`config.mk`:
```
export PLATFORM = sky130hd
export DESIGN_NAME = abfp_port
export DESIGN_NICKNAME = d
export VERILOG_FILES = /design/src/hw/abfp_pkg.sv /design/src/hw/abfp_port.sv
export SDC_FILE = /design/constraint.sdc
export NUM_CORES = 1
export LEC_CHECK = 0
export BUFFER_PORTS_ARGS = -buffer_cell sky130_fd_sc_hd__buf_4
export CAP_MARGIN = 20
export CORE_MARGIN = 8
export CORE_UTILIZATION = 24
export DETAILED_ROUTE_END_ITERATION = 16
export SETUP_SLACK_MARGIN = 0.05
export SYNTH_ARGS = -nofsm -noshare
export SYNTH_HDL_FRONTEND = slang
export SYNTH_SLANG_ARGS = --single-unit
```
`constraint.sdc`:
```
create_clock -name sys_clk -period 1.5 [get_ports sys_clk]
set_input_delay 0.375 -clock sys_clk [delete_from_list [all_inputs] [get_ports sys_clk]]
set_output_delay 0.375 -clock sys_clk [all_outputs]
set_load 0.02 [all_outputs]
```
`src/hw/abfp_pkg.sv`:
```
// Purpose: Shared types and constants for the asynchronous byte FIFO host port
// Assumes: One channel per instance; the USB side presents simple byte streams
// Notes:   Mode codes come from the nonvolatile configuration of each channel
package abfp_pkg;
  localparam int unsigned DATA_W      = 8;     // Byte lane width
  localparam logic [1:0]  MODE_OFF    = 2'h0;  // Channel not in FIFO port mode
  localparam logic [1:0]  MODE_FIFO   = 2'h1;  // Asynchronous byte FIFO mode
  localparam logic        STROBE_IDLE = 1'b1;  // Strobe reset level (inactive high)

  // Byte moving between the port and the USB buffers
  typedef struct packed {
    logic              valid;
    logic [DATA_W-1:0] data;
  } abfp_byte_t;

  // Drive side of the bidirectional data bus as two signals
  typedef struct packed {
    logic [DATA_W-1:0] dout;
    logic              oe;
  } abfp_bus_drv_t;

  // Status seen from the USB engine
  typedef struct packed {
    logic suspended;
    logic wake_enabled;
  } abfp_usb_state_t;
endpackage : abfp_pkg

```
`src/hw/abfp_port.sv`:
```
// Purpose: Device-side logic of one asynchronous byte FIFO host port channel
// Assumes: Strobes and data are synchronous to sys_clk; buffers live in the USB engine
// Notes:   Edges of the strobes are found by comparing with the last sampled level
//          A strobe must stay low or high for at least one clock to be seen at all
//          Reads and writes share one data bus; the host keeps the strobes apart
//          Flags are registered, so they lag the buffer state by one clock
//          The bus enable waits until the low read level has been seen twice, which
//          gives the host's drivers a clock to let go of the bus
`timescale 1ns/1ns
`default_nettype none
module abfp_port
  import abfp_pkg::*;
(
  input  wire logic                    sys_clk,            // System clock, 100 MHz
  input  wire logic                    arst_n,             // Async reset, active low
  input  wire logic [1:0]              chan_mode,          // Configured port mode
  input  wire abfp_pkg::abfp_usb_state_t usb_state,        // Suspend and wake enable
  input  wire logic                    rd_strobe_n,        // Host read strobe
  input  wire logic                    wr_strobe_n,        // Host write strobe
  input  wire logic                    send_now_wake_in,   // Send-immediate / wake, low pulse
  input  wire logic [7:0]              data_bus_in,        // Data bus pin input
  output logic      [7:0]              data_bus_out,       // Data bus pin output
  output logic                         data_bus_oe,        // Data bus drive enable
  output logic                         rx_data_avail_n,    // Receive flag level
  output logic                         rx_data_avail_oe,   // Receive flag drive enable
  output logic                         tx_room_avail_n,    // Transmit flag level
  output logic                         tx_room_avail_oe,   // Transmit flag drive enable
  input  wire abfp_pkg::abfp_byte_t    rx_head,            // Head of receive buffer
  output logic                         rx_pop,             // Advance receive buffer
  output abfp_pkg::abfp_byte_t         tx_push,            // Byte into transmit buffer
  input  wire logic                    tx_room,            // Transmit buffer has room
  output logic                         send_now,           // Flush pending transmit data
  output logic                         wake_req            // Request resume on the bus
);
  import abfp_pkg::*;

  // Read walk, edge by edge:
  //   c0    read strobe sampled low after high: head byte latched, bus driven
  //   cN    read strobe sampled high again: bus released at once,
  //         advance pulse and forced-high receive flag from this edge
  //   cN+1  advance pulse ends; flag still held while the new head settles
  //   cN+2  flag follows the valid bit of the new head byte
  //
  // Write walk:
  //   c0    write strobe sampled low after high with room: byte captured
  //   c0+1  push pulse has ended; one clock wide only
  //
  // Wake walk:
  //   c0    wake input sampled low after high: resume request when suspended
  //         with wake enabled, flush pulse when not suspended
  //
  // Limitations:
  //   A write with no room is dropped without any signal to the host; the
  //   transmit flag is the only guard, so the host must honour it.
  //   A read with the receive flag high returns a stale head byte and still
  //   advances the buffer; the USB engine must ignore an advance when empty.
  //   Both strobes low together is not checked here; the host owns that rule.
  //   Strobes are taken as synchronous; a host on another clock needs an
  //   outside synchroniser, which costs two clocks of latency per edge.

  // Sampled levels for edge detection and state
  logic        rd_q, rd_d;          // Last read strobe level
  logic        wr_q, wr_d;          // Last write strobe level
  logic        wake_in_q, wake_in_d; // Last wake input level
  logic        out_en_q, out_en_d;  // Flags driven once reset is released
  logic [7:0]  dout_q, dout_d;      // Byte held on the bus
  logic        rx_flag_q, rx_flag_d; // Receive flag register
  logic        tx_flag_q, tx_flag_d; // Transmit flag register
  abfp_byte_t  push_q, push_d;      // Captured write byte pulse
  logic        pop_q, pop_d;        // Receive advance pulse
  logic        now_q, now_d;        // Flush pulse
  logic        wake_q, wake_d;      // Resume pulse
  logic        enabled;             // Channel is in FIFO port mode

  // Edge helpers compare the level held from the last clock with the level
  // seen now; both strobes and the wake input share the falling-edge one, so the three
  // detectors cannot drift apart.
  // Falling or rising edge of a sampled active-low strobe
  function automatic logic fell(input logic prev, input logic cur);
    fell = prev & ~cur;
  endfunction : fell

  function automatic logic rose(input logic prev, input logic cur);
    rose = ~prev & cur;
  endfunction : rose

  assign enabled = (chan_mode == MODE_FIFO);

  // Next-state logic for the whole port; every value starts from a hold or an
  // idle default, so no path leaves a latch behind
  always_comb begin
    // Levels are sampled every clock for the edge helpers
    rd_d      = rd_strobe_n;
    wr_d      = wr_strobe_n;
    wake_in_d = send_now_wake_in;
    // Flag enables rise on the first clock after reset
    out_en_d  = 1'b1;
    // Bus byte and receive flag hold unless the read logic or the idle port moves them
    dout_d    = dout_q;
    rx_flag_d = rx_flag_q;
    // Transmit flag simply mirrors room, one clock late
    tx_flag_d = ~tx_room;
    // Pulses are low unless an edge raises them
    push_d    = '0;
    pop_d     = 1'b0;
    now_d     = 1'b0;
    wake_d    = 1'b0;
    if (!enabled) begin
      // Port idle: flags stay inactive so a host never transfers
      rx_flag_d = 1'b1;
      tx_flag_d = 1'b1;
    end else begin
      // Read falling edge latches head byte onto the bus
      if (fell(rd_q, rd_strobe_n)) begin
        dout_d = rx_head.data;
      end
      // Read rising edge: flag up unconditionally, buffer advances
      if (rose(rd_q, rd_strobe_n)) begin
        rx_flag_d = 1'b1;
        pop_d     = 1'b1;
      end else if (rd_q && rd_strobe_n && !pop_q) begin
        // Lowered only once the advanced head has had a cycle to settle;
        // lowering earlier could flag the byte that was just read
        rx_flag_d = ~rx_head.valid;
      end
      // Write falling edge captures the bus byte; no room means it is dropped
      if (fell(wr_q, wr_strobe_n) && tx_room) begin
        push_d.valid = 1'b1;
        push_d.data  = data_bus_in;
      end
      // Wake pin low pulse: resume when suspended, flush otherwise
      if (fell(wake_in_q, send_now_wake_in)) begin
        if (usb_state.suspended) begin
          // Without wake enabled a suspended port ignores the pulse
          wake_d = usb_state.wake_enabled;
        end else begin
          now_d = 1'b1;
        end
      end
    end
  end

  // Every register resets to its idle value: strobes high, flags high and all
  // pulses low, so no false edge and no stray pulse follows the release of
  // reset. The flag enables stay low until the first clock after release.
  // Register stage only
  always_ff @(posedge sys_clk or negedge arst_n) begin
    if (!arst_n) begin
      rd_q      <= STROBE_IDLE;
      wr_q      <= STROBE_IDLE;
      wake_in_q <= STROBE_IDLE;
      out_en_q  <= 1'b0;
      dout_q    <= 8'h00;
      rx_flag_q <= 1'b1;
      tx_flag_q <= 1'b1;
      push_q   <= '0;
      pop_q    <= 1'b0;
      now_q    <= 1'b0;
      wake_q   <= 1'b0;
    end else begin
      rd_q      <= rd_d;
      wr_q      <= wr_d;
      wake_in_q <= wake_in_d;
      out_en_q  <= out_en_d;
      dout_q    <= dout_d;
      rx_flag_q <= rx_flag_d;
      tx_flag_q <= tx_flag_d;
      push_q   <= push_d;
      pop_q    <= pop_d;
      now_q    <= now_d;
      wake_q   <= wake_d;
    end
  end

  // Pin outputs; bus driven only while read strobe is low
  assign data_bus_out     = dout_q;
  assign data_bus_oe      = enabled & ~rd_strobe_n & ~rd_q;
  // Flags float during reset; external pull-up gives high
  assign rx_data_avail_oe = out_en_q & arst_n;
  assign tx_room_avail_oe = out_en_q & arst_n;
  // Flag levels come straight from flip-flops; the pull-up outside matters
  // only while the enables are low
  assign rx_data_avail_n  = rx_flag_q;
  assign tx_room_avail_n  = tx_flag_q;
  // Pulses to the USB engine are registered, one clock wide each
  assign rx_pop           = pop_q;
  assign tx_push          = push_q;
  assign send_now         = now_q;
  assign wake_req         = wake_q;

  // Assertions; each watches what the port drives, sampled on the rising edge

  // Bus is only driven while the read strobe is low
  chk_bus_drive_rd: assert property (@(posedge sys_clk) disable iff (!arst_n)
    data_bus_oe |-> !rd_strobe_n) else $error("bus driven with read high");
  // Flag goes high after every read
  chk_flag_rise: assert property (@(posedge sys_clk) disable iff (!arst_n)
    (enabled && $rose(rd_strobe_n)) |=> rx_data_avail_n) else $error("rx flag not raised");
  // Every read rise advances the receive buffer
  chk_pop_edge: assert property (@(posedge sys_clk) disable iff (!arst_n)
    (enabled && $rose(rd_strobe_n)) |=> rx_pop) else $error("no pop on read rise");
  // Advance is a single-clock pulse
  chk_pop_once: assert property (@(posedge sys_clk) disable iff (!arst_n)
    rx_pop |=> !rx_pop) else $error("pop longer than one cycle");
  // Read fall puts the head byte on the bus
  chk_head_byte: assert property (@(posedge sys_clk) disable iff (!arst_n)
    (enabled && $fell(rd_strobe_n)) |=> data_bus_out == $past(rx_head.data)) else $error("wrong head byte");
  // Write fall with room captures the bus byte
  chk_wr_capture: assert property (@(posedge sys_clk) disable iff (!arst_n)
    (enabled && $fell(wr_strobe_n) && tx_room) |=> tx_push.valid && tx_push.data == $past(data_bus_in))
    else $error("write byte not captured");
  // No push without a write falling edge
  chk_push_cause: assert property (@(posedge sys_clk) disable iff (!arst_n)
    tx_push.valid |-> $past(wr_q) && !$past(wr_strobe_n)) else $error("push without write edge");
  // Transmit flag mirrors room one clock late
  chk_tx_flag_room: assert property (@(posedge sys_clk) disable iff (!arst_n)
    enabled ##1 enabled |-> tx_room_avail_n == !$past(tx_room)) else $error("tx flag mismatch");
  // Resume only while suspended with wake enabled
  chk_wake_susp: assert property (@(posedge sys_clk) disable iff (!arst_n)
    wake_req |-> $past(usb_state.suspended) && $past(usb_state.wake_enabled)) else $error("bad wake");
  // Wake pulse in normal operation flushes
  chk_flush_run: assert property (@(posedge sys_clk) disable iff (!arst_n)
    (enabled && $fell(send_now_wake_in) && !usb_state.suspended) |=> send_now) else $error("no flush");
  // Idle port shows both flags inactive
  chk_mode_off: assert property (@(posedge sys_clk) disable iff (!arst_n)
    !enabled ##1 !enabled |-> rx_data_avail_n && tx_room_avail_n) else $error("flags active off mode");
  // Receive flag low only with a valid head
  chk_flag_valid: assert property (@(posedge sys_clk) disable iff (!arst_n)
    !rx_data_avail_n |-> $past(rx_head.valid)) else $error("rx flag low without data");
  // Flags are released while reset holds
  chk_reset_float: assert property (@(posedge sys_clk)
    !arst_n |-> !rx_data_avail_oe && !tx_room_avail_oe) else $error("flags driven in reset");
  // Flags are driven once reset has been released for a clock
  chk_flags_driven: assert property (@(posedge sys_clk) disable iff (!arst_n)
    $past(arst_n) |-> rx_data_avail_oe && tx_room_avail_oe) else $error("flags not driven");
  // Bus is driven through a held read low
  chk_bus_on_read: assert property (@(posedge sys_clk) disable iff (!arst_n)
    (enabled && $past(arst_n) && !rd_strobe_n && !$past(rd_strobe_n)) |-> data_bus_oe)
    else $error("bus not driven during read");
  // Idle port never drives the bus
  chk_oe_mode: assert property (@(posedge sys_clk) disable iff (!arst_n)
    data_bus_oe |-> enabled) else $error("bus driven off mode");
  // Bus byte does not move during a held read
  chk_head_stable: assert property (@(posedge sys_clk) disable iff (!arst_n)
    (enabled && !rd_strobe_n && !$fell(rd_strobe_n)) |=> $stable(data_bus_out)) else $error("bus byte moved");
  // Receive flag holds while the read strobe is low
  chk_flag_hold_rd: assert property (@(posedge sys_clk) disable iff (!arst_n)
    (enabled && !rd_strobe_n) |=> $stable(rx_data_avail_n)) else $error("rx flag moved in read");
  // Advance only after a read rising edge
  chk_pop_cause: assert property (@(posedge sys_clk) disable iff (!arst_n)
    rx_pop |-> $past(rd_strobe_n) && !$past(rd_q)) else $error("pop without read rise");
  // Flag is high with the advance pulse and one clock after
  chk_pop_flag_hi: assert property (@(posedge sys_clk) disable iff (!arst_n)
    rx_pop |-> rx_data_avail_n) else $error("rx flag low at pop");
  chk_flag_after_pop: assert property (@(posedge sys_clk) disable iff (!arst_n)
    rx_pop |=> rx_data_avail_n) else $error("rx flag low after pop");
  // Push only when room was there and the port was enabled
  chk_push_room: assert property (@(posedge sys_clk) disable iff (!arst_n)
    tx_push.valid |-> $past(tx_room) && $past(enabled)) else $error("push without room");
  // Push is a single-clock pulse
  chk_push_pulse: assert property (@(posedge sys_clk) disable iff (!arst_n)
    tx_push.valid |=> !tx_push.valid) else $error("push longer than one cycle");
  // Idle port neither pushes nor advances
  chk_mode_no_push: assert property (@(posedge sys_clk) disable iff (!arst_n)
    !enabled |=> !tx_push.valid) else $error("push off mode");
  chk_mode_no_pop: assert property (@(posedge sys_clk) disable iff (!arst_n)
    !enabled |=> !rx_pop) else $error("pop off mode");
  // Resume request is one clock wide and follows a wake input fall
  chk_wake_pulse: assert property (@(posedge sys_clk) disable iff (!arst_n)
    wake_req |=> !wake_req) else $error("wake longer than one cycle");
  chk_wake_cause: assert property (@(posedge sys_clk) disable iff (!arst_n)
    wake_req |-> $past(wake_in_q) && !$past(send_now_wake_in)) else $error("wake without pulse");
  // Resume and flush never come together
  chk_wake_apart: assert property (@(posedge sys_clk) disable iff (!arst_n)
    wake_req |-> !send_now) else $error("wake with flush");
  // Flush is one clock wide and only when not suspended
  chk_flush_pulse: assert property (@(posedge sys_clk) disable iff (!arst_n)
    send_now |=> !send_now) else $error("flush longer than one cycle");
  chk_flush_cause: assert property (@(posedge sys_clk) disable iff (!arst_n)
    send_now |-> $past(enabled) && !$past(usb_state.suspended)) else $error("flush while suspended");
endmodule : abfp_port
`default_nettype wire

```
# --- Word-level counts from Yosys, hierarchy flattened ---
# Index checks and enable logic that the tools add are counted.
word_totals:
  ff_bits: 26
  out_inout_bits: 25
  word_cells: 46
op_classes:
  n_eq_ne: 2
  muxes: 14
  bitwise_logic: 13
  reduce_logical: 5
op_table:
  columns: ["op", "n"]
  rows:
  - ["$mux 9", 2]
  - ["$mux 1", 12]
  - ["$and 1x1->1", 7]
  - ["$not 1->1", 6]
  - ["$logic_and 1x1->1", 3]
  - ["$ne 3x1->1 const B", 1]
  - ["$eq 2x1->1 const B", 1]
  - ["$reduce_and 2->1", 1]
  - ["$logic_not 1->1", 1]

# --- Longest topological paths before layout ---
# Gate-level depths: netlist of run 1.
logic_depth:
  depth_word: 5
  ltp_mapped: 3
  mapped_depth_nobuf: 2

# --- Least setup slack after synthesis of run 1 ---
# Ideal clock, no wire load.
synth_path:
  path_type: "in2out"
  from: "in chan_mode[1]"
  to: "out data_bus_oe"
  arrival_time_ns: 1.024
  t_required_ns: 1.125
  setup_slack_ns: 0.101
  cell_stages: 2
  n_path_buf: 0
  path_cell_list: "nand2b_1 > nor3_1"
synth_between:
  elab_chain_cells: 3
synth_rtl:
  columns: ["item", "line_no", "rtl"]
  rows:
  - ["start, declared", "abfp_port.sv:16", "input wire logic [1:0] chan_mode,"]
  - ["$eq 2x1->1", "abfp_port.sv:87", "assign enabled = (chan_mode == MODE_FIFO);"]
  - ["$and 1x1->1 (2 in a row)", "abfp_port.sv:177", "assign data_bus_oe = enabled & ~rd_strobe_n & ~rd_q;"]
  - ["end, declared", "abfp_port.sv:23", "output logic data_bus_oe,"]
# Every way passes these cells.

# --- Final worst setup path of run 1 ---
layout_path:
  from: "reg rd_q"
  to: "out data_bus_oe"
layout_between:
  elab_chain_cells: 2
layout_rtl:
  columns: ["item", "line_no", "rtl"]
  rows:
  - ["start, declared", "abfp_port.sv:62", "logic rd_q, rd_d;"]
  - ["start signal, assigned", "abfp_port.sv:161", "rd_q <= rd_d;"]
  - ["$not 1->1", "abfp_port.sv:177", null]
  - ["$and 1x1->1", "abfp_port.sv:177", null]
# Every way passes these cells.

==> metrics, run 1 <==
status completed; syn nets 97; WP data required 1.12 ns; hpwl dp 1.802 mm; share of layout cells above drive strength 1 58.73%; Longest Clk Path Bufs 2; area grow syn2layout 53.64%; all-layer global routing usage 7.558%; crit path DAT 1.02 ns; CTS clk-pin slew, worst paths 0.09 ns; RSZ-0062 raised after global routing no; initial core utilization 24.67%; DRT Wirelength 2.335 mm; max layer used met4; Synth Instances 70; H-tree depth 1; Synthesis Warnings 0; Final ANT Viol Nets 0; Post-Synthesis Cell Area 979.7 um2; Die W 79.89 um; Clock Latency Late Sink 0.26 ns; minimum clock period 1.393 ns; vias per cell 4.136; number of stages on the worst setup path 2; # rows 23; count of max-cap constraint violations 0; Hold Slack 0.09045 ns; CTS tree done; synthesis-stage register bit count 26; Buf/Inv on CP 1; number of fillers in the final layout 421; register area share after synthesis 67.05%; Final period util 92.90%; Die Span Y 79.89 um; I/O Pins 52; placer congestion estimate 0.7281; PortBufs 51; Worst setup EP type output pin; Clock Sinks 26; CP max stage delay 0.39 ns; Max IR drop VDD 0.0003442 V; via count 728; CP cell instances nor3_2 > buf_4; drt first pass iters 2; final instance count without filler cells 176; Hold Fails Final Rpt 0; Leak Pwr 0.7676 nW; met1 WL 1.002 mm; CTS root buf clkbuf_8; met3 wire length 245 um; post-synthesis average cell area 14.00 um2; crit start category flop; initial detailed-routing violation count 6; Critical-path top delay cell dfstp_2; Synth cell types 20; number of antenna violations at the first check in global routing 0; core area 3971 um2; HP Class input pin to async pin; metal2 WL 1.075 mm; Final Setup Violations 0; Max Slew Vio Count 0; P per Cell Area 1049 nW/um2; clk_skew 0.001468 ns; diodes inserted 0; top cell family by delay on the critical path flip-flops; residual DRC count 0; R2R cell count 3; dpl cells 171; critical-path maximum fanout 3; overflow left after global routing 0; critical path type flop to output pin; nets 154; largest net degree at the start of global routing 27; vias in the first global route 817; first-pass GRT wire length 3.857 mm; Die Area 6382 um2; Num CTS Buffers 3; Setup TNS 0 ns; Max Clk Rate 717.6 MHz; DR WL/cell 13.27 um
==> logic make-up (layout without fill, tap and decap cells) <==
logic type      Yosys count  after routing  synth area share (%)
flops                    26             26                 67.05
simple gates             22             22                 13.66
buf+inv                  12             68                 5.747
mux                       8              8                 12.26
other cells               1              1                0.3828
compound gates            1              1                0.8942
==> area by class of cell <==
| cell class | count | area (um2) | share of cell area (%) |
|---|---|---|---|
| tap | 50 | 62.56 | 4.156 |
| inverter | 9 | 33.78 | 2.244 |
| timing repair buffer | 55 | 425.4 | 28.26 |
| multi-input combinational | 32 | 271.5 | 18.04 |
| sequential | 26 | 656.9 | 43.64 |
| clock buffer | 4 | 55.05 | 3.658 |
==> Yosys cell counts (all sizes together) <==
library cell  instances  area share [%]
a31o                  1            0.89
and2                  1            0.64
and4bb                1             1.3
buf                   2             1.9
clkbuf                1            0.38
conb                  1            0.38
dfrtp                21              54
dfstp                 5              13
inv                   9             3.4
mux2                  8              12
nand2                 1            0.38
nand2b                2             1.3
nand3b                2             1.5
nand4b                1            0.89
nor2                  1            0.38
nor3                  9             4.6
nor3b                 1            0.77
nor4                  2             1.3
or2                   1            0.64
==> what timing repair did <==
action / in CTS / in global routing
gates resized for setup: 0 / 1
setup buffers: 0 / 1
endpoints found under the setup margin: 0 / 1
hold endpoints to repair: 0 / 0
hold buffers: 0 / 0
==> worst paths after layout <==
path                                               end  slack [ns]           startpoint
setup / recovery                           data_bus_oe        0.11       rd_q$_DFF_PN1_
hold / removal                      out_en_q$_DFF_PN0_        0.09               arst_n
setup reg to reg           data_bus_out[0]$_DFFE_PN0P_        0.14       rd_q$_DFF_PN1_
hold reg to reg                     send_now$_DFF_PN0_        0.50  wake_in_q$_DFF_PN1_
max in group asynchronous               rd_q$_DFF_PN1_        1.12               arst_n
min in group sys_clk                    wr_q$_DFF_PN1_        0.22          wr_strobe_n
==> stage by stage <==
| step | utilization, % | worst slack (ns) | area [um2] | power [mW] |
|---|---|---|---|---|
| final | 37.90 | 0.1065 | 1505 | 1.579 |
| after global routing | 37.90 | 0.05691 | 1505 | 1.676 |
| after floorplan | - | 0.1008 | 979.7 | 0.9725 |
| after global placement | 36.20 | 0.1220 | 1438 | 1.149 |
| after CTS | 37.59 | 0.05205 | 1493 | 1.604 |
| after detailed placement | 36.20 | 0.09814 | 1438 | 1.157 |
==> state kept, by name (all words and copies together), names as in the netlist <==
register / count
tx_push: 9
data_bus_out: 8
out_en_q: 1
rd_q: 1
rx_data_avail_n: 1
rx_pop: 1
send_now: 1
tx_room_avail_n: 1
wake_in_q: 1
wake_req: 1
wr_q: 1
==> power by group <==
part	leakage (nW)	internal, mW	switching, mW
Sequential	0.327	0.763	0.0323
Clock	0.0288	0.234	0.204
Combinational	0.412	0.190	0.155
==> cell usage in the layout, fill, tap and decap left out, drive strengths merged <==
cell / n
nand4b: 1
nand2b: 2
and2: 1
mux2: 8
nor3b: 1
a31o: 1
buf: 55
nor2: 1
nand3b: 2
and4bb: 1
nor4: 2
dfrtp: 21
nor3: 9
inv: 9
conb: 1
dfstp: 5
nand2: 1
clkbuf: 4
or2: 1
==> metal layers <==
layer	global-route usage, %	vias up
li1	-	338
met1	9.651	355
met2	11.08	33
met3	3.491	2
met4	2.182	0
met5	0	-
(Power assumes the default switching activity.)
==> run 2, diff against run 1 <==
==> constraint.sdc (replaced) <==
create_clock -name sys_clk -period 1.5 [get_ports sys_clk]
set_input_delay 0.375 -clock sys_clk [delete_from_list [all_inputs] [get_ports sys_clk]]
set_output_delay 0.375 -clock sys_clk [all_outputs]
set_load 0.01 [all_outputs]
==> metrics, run 2 (same netlist as run 1, synthesis figures left out) <==
count of max-cap constraint violations 0 (unchanged); most frequent cells in the layout 54 x buf_4, 21 x dfrtp_1, 9 x inv_1, 9 x nor3_1, 8 x mux2_4; P_int 1.186 mW (-0.20%); H-tree depth 1 (unchanged); Clock Sinks 26 (unchanged); critical path type flop to output pin; # rows 23 (unchanged); Die Span Y 79.89 um (unchanged); crit start category flop; Critical-path top delay cell dfstp_2; overflow left after global routing 0 (unchanged); CTS clk-pin slew, worst paths 0.09 ns (about the same); final instance area 1500 um2 (-0.33%); CP cell instances nor3_1 > buf_4; Die W 79.89 um (unchanged); P_sw 0.3457 mW (-12%); largest net degree at the start of global routing 27 (unchanged); Final Setup Violations 0 (unchanged); P per Cell Area 1021 nW/um2 (-2.7%); Longest Clk Path Bufs 2 (unchanged); placer congestion estimate 0.7281 (unchanged); minimum clock period 1.377 ns (-0.01644 ns); initial detailed-routing violation count 9 (+3); I/O Pins 52 (unchanged); number of fillers in the final layout 420 (-0.24%); core area 3971 um2 (unchanged); all-layer global routing usage 7.558% (unchanged); DR WL/cell 13.13 um (-1.0%); Comb power frac 19.5% (-2.4 points); clk_skew 0.001511 ns (+0.00004299 ns); post_cts resized 0 (unchanged); drt first pass iters 2 (unchanged); number of antenna violations at the first check in global routing 0 (unchanged); CP startpoint rd_q$_DFF_PN1_; Max IR drop VDD 0.0003411 V (-0.90%); initial core utilization 24.67% (unchanged); commonest non-fill, non-tap cell in the layout buf_4; WP data required 1.12 ns (about the same); nets 154 (unchanged); Final ANT Viol Nets 0 (unchanged); critical-path maximum fanout 3 (unchanged); Setup TNS 0 ns (unchanged); vias per cell 4.125 (-0.27%); Flop pwr share 52.0% (+1.6 points); CTS tree done; Worst setup EP type output pin; Switching Share 22.58% (-2.2 points); Max Slew Vio Count 0 (unchanged); first-pass GRT wire length 3.857 mm (unchanged); HP Class input pin to async pin; vias in the first global route 817 (unchanged); DP Area 1438 um2 (unchanged); via count 726 (-0.27%); diodes inserted 0 (unchanged); Num CTS Buffers 3 (unchanged); Die Area 6382 um2 (unchanged); hpwl dp 1.802 mm (unchanged); Overall Power 1.531 mW (-3.0%); area grow syn2layout 53.13%; Max Clk Rate 726.2 MHz (+1.2%); CP max stage delay 0.38 ns (about the same); crit path DAT 1.00 ns (-0.02 ns); # hold bufs at CTS 0 (unchanged); CTS root buf clkbuf_8; RSZ-0062 raised after global routing no; Leak Pwr 0.7664 nW (-0.15%); Hold Fails Final Rpt 0 (unchanged); status completed; PortBufs 51 (unchanged); Crit Reg-Reg Startpoint rd_q$_DFF_PN1_; max FFs per register 9 (unchanged); share of layout cells above drive strength 1 57.94% (-0.79 points); Clock power frac 28.6% (+0.9 points); DRT Wirelength 2.311 mm (-1.0%); Final period util 91.80% (-1.1 points); residual DRC count 0 (unchanged); Clock Latency Late Sink 0.26 ns (about the same)
run 2: cell counts in the layout (fill, tap and decap cells not counted):
No cell type changed its count.
run 2: power groups by stage:
stage               Combinational [mW]  Sequential (mW)  Clock, mW
finish                           0.298            0.796      0.438
global placement                 0.295            0.808          0
detailed placement               0.301            0.810          0
global route                     0.324            0.804      0.501
CTS                              0.303            0.798      0.458
floorplan                       0.0980            0.831          0
run 2: final cells by class:
cell class              instances  area [um2]  area share [%]
clock buffers                   4       55.05           3.670
flip-flops and latches         26       656.9           43.79
repair buffers                 55       425.4           28.36
inverters                       9       33.78           2.252
well taps                      50       62.56           4.170
multi-input cells              32       266.5           17.76
run 2: through the flow:
step / setup slack, ns / util [%] / hold WS, ns / instances
after global placement: 0.1220 / 36.20 / 0.3849 / 171
after global routing: 0.06391 / 37.78 / 0.1035 / 176
after detailed placement: 0.09814 / 36.20 / 0.3929 / 171
after CTS: 0.06588 / 37.59 / 0.09951 / 175
after floorplan: 0.2028 / - / 0.07941 / 70
final: 0.1230 / 37.78 / 0.09052 / 176
run 2: worst max-delay path: cells and delay by family (launching register included):
family	cells	cell delay, ns
flip-flops	1	0.38
AND/OR/NAND/NOR	1	0.20
buffers and inverters	1	0.16
run 2: timing repair:
action	CTS	global route
buffers inserted	0	1
setup endpoints to repair	0	1
endpoints found under the hold margin	0	0
run 2: worst paths after layout:
check	endpoint	cells after the start	slack, ns
worst max-delay path	data_bus_oe	2	0.12
worst max register to register	data_bus_out[0]$_DFFE_PN0P_	3	0.15
min in group sys_clk	wr_q$_DFF_PN1_	1	0.22
worst min register to register	send_now$_DFF_PN0_	2	0.50
max in group asynchronous	rd_q$_DFF_PN1_	2	1.12
worst min-delay path	out_en_q$_DFF_PN0_	2	0.09
run 2: per-layer routing:
layer | GRT usage (%) | wire length [um]
met1 | 9.651 | 1006
met2 | 11.08 | 1047
met3 | 3.491 | 245
met4 | 2.182 | 11
met5 | 0 | 0
